### src/verilog/port_a_regs.vh
`ifndef PORT_A_REGS_VH
`define PORT_A_REGS_VH

// ----------------------------------------
// register map
// ----------------------------------------
`define PORT_OUTPUT_LATCH_ADDR 8'haa
`define PORT_PIN_LEVEL_ADDR 8'hab
`define PORT_DIRECTION_ADDR 8'hac

// ----------------------------------------
// reset values
// ----------------------------------------
`define PORT_OUTPUT_LATCH_RESET 8'h00
`define PORT_DIRECTION_RESET 8'h00
`define PORT_UNMAPPED_READ 8'h00

`endif

### src/verilog/port_pin_cell.v
`timescale 1ns/1ps

// one port pin: output driver and input pull-up steering
module port_pin_cell (
    // control
    input wire latch_bit_in,
    input wire dir_bit_in,
    // pad
    output wire pin_out,
    output wire pin_oe_out,
    output wire pullup_en_out
);

    // 1 selects output, 0 selects input
    assign pin_oe_out = dir_bit_in;
    assign pin_out = latch_bit_in;
    // pull-up only while the pin is an input; 0 leaves it off
    assign pullup_en_out = ~dir_bit_in & latch_bit_in;

endmodule

### src/verilog/port_a_data.v
// Operation
// - the pin level register is read only and returns the present level of each of pins 7 to 0.
// - the output latch sits at address aa and all eight bits are readable and writable.
// - reset clears every bit of the output latch.
// - a pin set as output is driven to its output latch bit, low for 0 and high for 1.
// - a pin set as input with latch bit 0 has its pull-up switched off.
// - a pin set as input with latch bit 1 has its pull-up switched on.
// - the direction register bit selects input with 0 and output with 1.
`timescale 1ns/1ps
`include "port_a_regs.vh"

module port_a_data (
    // clock and reset
    input wire sys_clk_in,
    input wire reset_in,

    // register port
    input wire [7:0] addr_in,
    input wire [7:0] wdata_in,
    input wire wr_in,
    input wire rd_in,
    output reg [7:0] rdata_out,

    // port pins
    input wire [7:0] pin_in,
    output wire [7:0] pin_out,
    output wire [7:0] pin_oe_out,
    output wire [7:0] pullup_en_out
);

    // ----------------------------------------
    // declarations
    // ----------------------------------------
    reg [7:0] port_output_latch_r;
    reg [7:0] port_output_latch_nxt;
    reg [7:0] port_direction_r;
    reg [7:0] port_direction_nxt;
    reg [7:0] rdata_nxt;

    reg sel_latch;
    reg sel_level;
    reg sel_dir;

    wire latch_we;
    wire dir_we;
    wire [7:0] cell_drive;
    wire [7:0] cell_oe;
    wire [7:0] cell_pullup;

    // ----------------------------------------
    // address decode
    // ----------------------------------------
    // exact match only: a partial decode would alias the latch and let stray writes in
    always @* begin
        sel_latch = 1'b0;
        sel_level = 1'b0;
        sel_dir = 1'b0;
        if (addr_in == `PORT_OUTPUT_LATCH_ADDR) begin
            sel_latch = 1'b1;
        end else if (addr_in == `PORT_PIN_LEVEL_ADDR) begin
            sel_level = 1'b1;
        end else if (addr_in == `PORT_DIRECTION_ADDR) begin
            sel_dir = 1'b1;
        end
    end

    // ----------------------------------------
    // write strobes
    // ----------------------------------------
    // the pin level register gets no strobe, so writes to it are dropped
    assign latch_we = wr_in & sel_latch;
    assign dir_we = wr_in & sel_dir;

    // ----------------------------------------
    // next register values
    // ----------------------------------------
    always @* begin
        port_output_latch_nxt = port_output_latch_r;
        if (latch_we) begin
            port_output_latch_nxt = wdata_in;
        end
    end

    always @* begin
        port_direction_nxt = port_direction_r;
        if (dir_we) begin
            port_direction_nxt = wdata_in;
        end
    end

    // ----------------------------------------
    // registers
    // ----------------------------------------
    always @(posedge sys_clk_in) begin
        if (reset_in) begin
            port_output_latch_r <= `PORT_OUTPUT_LATCH_RESET;
        end else begin
            port_output_latch_r <= port_output_latch_nxt;
        end
    end

    // all inputs after reset, so no pin is driven before software picks a direction
    always @(posedge sys_clk_in) begin
        if (reset_in) begin
            port_direction_r <= `PORT_DIRECTION_RESET;
        end else begin
            port_direction_r <= port_direction_nxt;
        end
    end

    // ----------------------------------------
    // read path
    // ----------------------------------------
    // pin level is sampled live, no synchroniser: inputs are taken as synchronous
    // read data stand one cycle, then fall back to zero so no stale value lingers
    always @* begin
        rdata_nxt = `PORT_UNMAPPED_READ;
        if (rd_in) begin
            if (sel_latch) begin
                rdata_nxt = port_output_latch_r;
            end else if (sel_level) begin
                rdata_nxt = pin_in;
            end else if (sel_dir) begin
                rdata_nxt = port_direction_r;
            end else begin
                rdata_nxt = `PORT_UNMAPPED_READ;
            end
        end
    end

    always @(posedge sys_clk_in) begin
        if (reset_in) begin
            rdata_out <= `PORT_UNMAPPED_READ;
        end else begin
            rdata_out <= rdata_nxt;
        end
    end

    // ----------------------------------------
    // pin cells
    // ----------------------------------------
    // one cell per pin keeps drive and pull-up steering identical on all eight
    // pin 0
    port_pin_cell u_cell_0 (
        .latch_bit_in(port_output_latch_r[0]),
        .dir_bit_in(port_direction_r[0]),
        .pin_out(cell_drive[0]),
        .pin_oe_out(cell_oe[0]),
        .pullup_en_out(cell_pullup[0])
    );

    // pin 1
    port_pin_cell u_cell_1 (
        .latch_bit_in(port_output_latch_r[1]),
        .dir_bit_in(port_direction_r[1]),
        .pin_out(cell_drive[1]),
        .pin_oe_out(cell_oe[1]),
        .pullup_en_out(cell_pullup[1])
    );

    // pin 2
    port_pin_cell u_cell_2 (
        .latch_bit_in(port_output_latch_r[2]),
        .dir_bit_in(port_direction_r[2]),
        .pin_out(cell_drive[2]),
        .pin_oe_out(cell_oe[2]),
        .pullup_en_out(cell_pullup[2])
    );

    // pin 3
    port_pin_cell u_cell_3 (
        .latch_bit_in(port_output_latch_r[3]),
        .dir_bit_in(port_direction_r[3]),
        .pin_out(cell_drive[3]),
        .pin_oe_out(cell_oe[3]),
        .pullup_en_out(cell_pullup[3])
    );

    // pin 4
    port_pin_cell u_cell_4 (
        .latch_bit_in(port_output_latch_r[4]),
        .dir_bit_in(port_direction_r[4]),
        .pin_out(cell_drive[4]),
        .pin_oe_out(cell_oe[4]),
        .pullup_en_out(cell_pullup[4])
    );

    // pin 5
    port_pin_cell u_cell_5 (
        .latch_bit_in(port_output_latch_r[5]),
        .dir_bit_in(port_direction_r[5]),
        .pin_out(cell_drive[5]),
        .pin_oe_out(cell_oe[5]),
        .pullup_en_out(cell_pullup[5])
    );

    // pin 6
    port_pin_cell u_cell_6 (
        .latch_bit_in(port_output_latch_r[6]),
        .dir_bit_in(port_direction_r[6]),
        .pin_out(cell_drive[6]),
        .pin_oe_out(cell_oe[6]),
        .pullup_en_out(cell_pullup[6])
    );

    // pin 7
    port_pin_cell u_cell_7 (
        .latch_bit_in(port_output_latch_r[7]),
        .dir_bit_in(port_direction_r[7]),
        .pin_out(cell_drive[7]),
        .pin_oe_out(cell_oe[7]),
        .pullup_en_out(cell_pullup[7])
    );

    // ----------------------------------------
    // pin outputs
    // ----------------------------------------
    // gathered into the port vectors here so the pad side has one place to look
    assign pin_out = cell_drive;
    assign pin_oe_out = cell_oe;
    assign pullup_en_out = cell_pullup;

endmodule

### config.mk
export PLATFORM = sky130hd
export DESIGN_NAME = port_a_data
export DESIGN_NICKNAME = d
export VERILOG_FILES = /design/src/verilog/port_pin_cell.v /design/src/verilog/port_a_data.v
export VERILOG_INCLUDE_DIRS = /design/src /design/src/verilog
export SDC_FILE = /design/constraint.sdc
export NUM_CORES = 1
export LEC_CHECK = 0
export BUFFER_PORTS_ARGS = -buffer_cell sky130_fd_sc_hd__buf_2
export CAP_MARGIN = 20
export CORE_UTILIZATION = 35
export DETAILED_ROUTE_END_ITERATION = 7
export MAX_ROUTING_LAYER = met4
export PLACE_DENSITY = 0.61
export SYNTH_ARGS = -nofsm -noshare
export SYNTH_HDL_FRONTEND = slang
export SYNTH_SLANG_ARGS = --single-unit
### constraint.sdc
create_clock -name sys_clk_in -period 1.19 [get_ports sys_clk_in]
set_input_delay 0.1785 -clock sys_clk_in [delete_from_list [all_inputs] [get_ports sys_clk_in]]
set_output_delay 0.1785 -clock sys_clk_in [all_outputs]
set_load 0.05 [all_outputs]
==> results.cfg <==
[synthesis]
synth_top_flop_cell = dfxtp_1
synth_top_cell_area_share = 0.348
ys_types = 19
synthesis.nets = 183
synthCells = 155
synthTopCellsByCount = nand2b_1 (26), buf_4 (25), dfxtp_1 (24)
synth.area.top_cells = dfxtp_1 (35%), buf_4 (14%), nand2b_1 (12%)
yosysTopAreaCell = dfxtp_1
synth_seq_cells = 24
yosysSeqAreaShare = 0.348
synth_edf_count = 0
yosysMostFrequentCell = nand2b_1
ys_warn_count = 0
ys_async_sr_fraction = 0
syn_avg_cell_area_sq_um = 8.92
synthesis.area_sq_mm = 0.00138

[sta]
fin_setup_tns_ns = 0
max_slew_margin = 0.748
hold_viol = 0
finalClockSkew_ns = 0.00167
setup_viol = 0
tightest_slew_ns = 0.378
period_minus_slack_ns = 1.14
fin_crit_sh = 0.961
slew_viol_final = 0
fmax_mhz = 874

[clock_tree]
htreeDepth = 1
path_clk_slew_ns = 0.08
post_cts_buffers = 0
numCtsBuffers = 3
clk_path_buf_depth = 2
cts_tree = built
root_buffer = clkbuf_8
clock_sinks = 24
clkLatencyLatePin_ns = 0.26

[critical_path]
worstPathArrival_ns = 0.97
crit_path_top_delay_cell = dfxtp_1
worst_path_dominant_cell_family = flip-flops
cp.buffers_inverters = 1
crit_chain = buf_2
critPathMaxStageDelay_ns = 0.41
endpoint_kind = primary output
critPathKind = reg2out
crit_path_start_kind = register
worst-endpoint-required_ns = 1.01
critical_path.max_fanout = 4

[detailed_routing]
via_per_inst = 4.58
ant_nets = 0
wl_per_cell_microns = 12.1
drc = 0
drt_iter0_drc = 52
vias = 1127
routed_wl_mm = 2.97
drtPass1Iterations = 4

[finish]
diodes = 0
fin_nets = 228
regArea_sq_um = 489
layout-drive-gt1-share = 0.465
post-route-util = 0.467
fillers = 398
area_delta_synth_final_pct = 25.6
multi_input_area_sq_um = 663

[place]
hpwl_mm = 2.35
gp_congestion = 0.806
port_buffers = 59

[global_routing]
grt_max_degree = 25
gr-total-overflow = 0
grt_use_total = 0.150
grt_pass1_vias = 1057
antenna_found_initial = 0
grt_pass1_wl_mm = 4.69

[pwr]
power_switching_uw = 305
power_frac_clock = 0.327
p_comb_frac = 0.104
ir_worst_vdd_uv = 356
p_int_mw = 1.11
p_seq_frac = 0.569
leakage_nw = 0.818
p_per_area_mw_per_mm2 = 813
swShare = 0.216

[floorplanning]
io_pins = 60
die_h_microns = 64.9
dieWidth_microns = 64.9
die_area_sq_mm = 0.00421
core_area_sq_mm = 0.00372
rows = 22
initial_core_util = 0.372

[status]
status = complete, no violations

[run]
drv_cap = 0

[min_path]
hp-class = in2reg
stage by stage:
step	power [mW]	instances	instance area [sq um]	worst slack (ns)	hold WS (ns)
floorplan	0.891	155	1380	0.00731	0.354
global placement	0.969	243	1620	-0.167	0.467
detailed placement	0.970	243	1620	-0.151	0.480
CTS	1.44	246	1690	0.00622	0.198
global route	1.48	246	1740	-0.00359	0.202
finish	1.41	246	1740	0.0464	0.193
final timing paths:
| check | start | to | slack (ns) | cells past startpoint |
|---|---|---|---|---|
| max | port_direction_r[1]$_SDFFE_PP0P_ | pin_oe_out[1] | 0.05 | 1 |
| min | wdata_in[6] | port_output_latch_r[6]$_SDFFE_PP0P_ | 0.19 | 3 |
| max reg2reg | port_direction_r[2]$_SDFFE_PP0P_ | rdata_out[2]$_SDFF_PP0_ | 0.31 | 2 |
| min reg2reg | port_output_latch_r[6]$_SDFFE_PP0P_ | port_output_latch_r[6]$_SDFFE_PP0P_ | 0.48 | 2 |
cell usage in the layout, fill, tap and decap left out:
cell and n:
a221oi_1 7, a221oi_2 1, and2_1 1, and3_1 3, and4b_1 1, buf_2 50
buf_4 14, buf_6 8, clkbuf_4 1, clkbuf_8 3, dfxtp_1 17, dfxtp_2 7
inv_1 8, mux2i_1 16, nand2b_1 26, nand3_1 17, nand3_2 1, nor2_1 3
nor2_2 5, nor4b_2 1, nor4b_4 1, or2b_1 7
flip-flops by register name (all words and copies together), names as in the netlist:
register / flops
port_direction_r: 8
port_output_latch_r: 8
rdata_out: 8
cells by family (layout without fill, tap and decap cells):
group                  Yosys count  in the layout  synth area share
AO/OA/AOI/OAI                    8              8            0.0552
flip-flops                      24             24             0.348
AND/OR/NAND/NOR                 66             66             0.300
multiplexers                    16             16             0.116
buffers and inverters           41             84             0.182
metal layers:
| layer | wire length (microns) | up-vias | part of all wire | global-route usage |
|---|---|---|---|---|
| li1 | - | 581 | - | - |
| met1 | 1460 | 496 | 0.49 | 0.191 |
| met2 | 1280 | 46 | 0.43 | 0.233 |
| met3 | 187 | 4 | 0.063 | 0.0229 |
| met4 | 45 | 0 | 0.015 | 0.0667 |
| met5 | 0 | - | 0 | - |
repair_timing:
item | 4_1_cts | 5_1_grt
gates resized for setup | 10 | 19
setup endpoints to repair | 8 | 8
gates cloned | 0 | 0
hold buffers | 0 | 0
pin swaps | 0 | 1
power groups by stage:
stage	combinational, mW	clock, mW	sequential (mW)
after global routing	0.160	0.520	0.804
final	0.147	0.462	0.804
after floorplan	0.0665	0	0.824
after CTS	0.148	0.486	0.804
after global placement	0.147	0	0.823
after detailed placement	0.147	0	0.823
cell type report:
class                      count  area share
sequential                    24       0.282
tap                           48      0.0346
multi-input combinational     90       0.382
inverter                       8      0.0173
timing repair buffer          73       0.261
clock buffer                   3      0.0238
(Power assumes the default switching activity.)
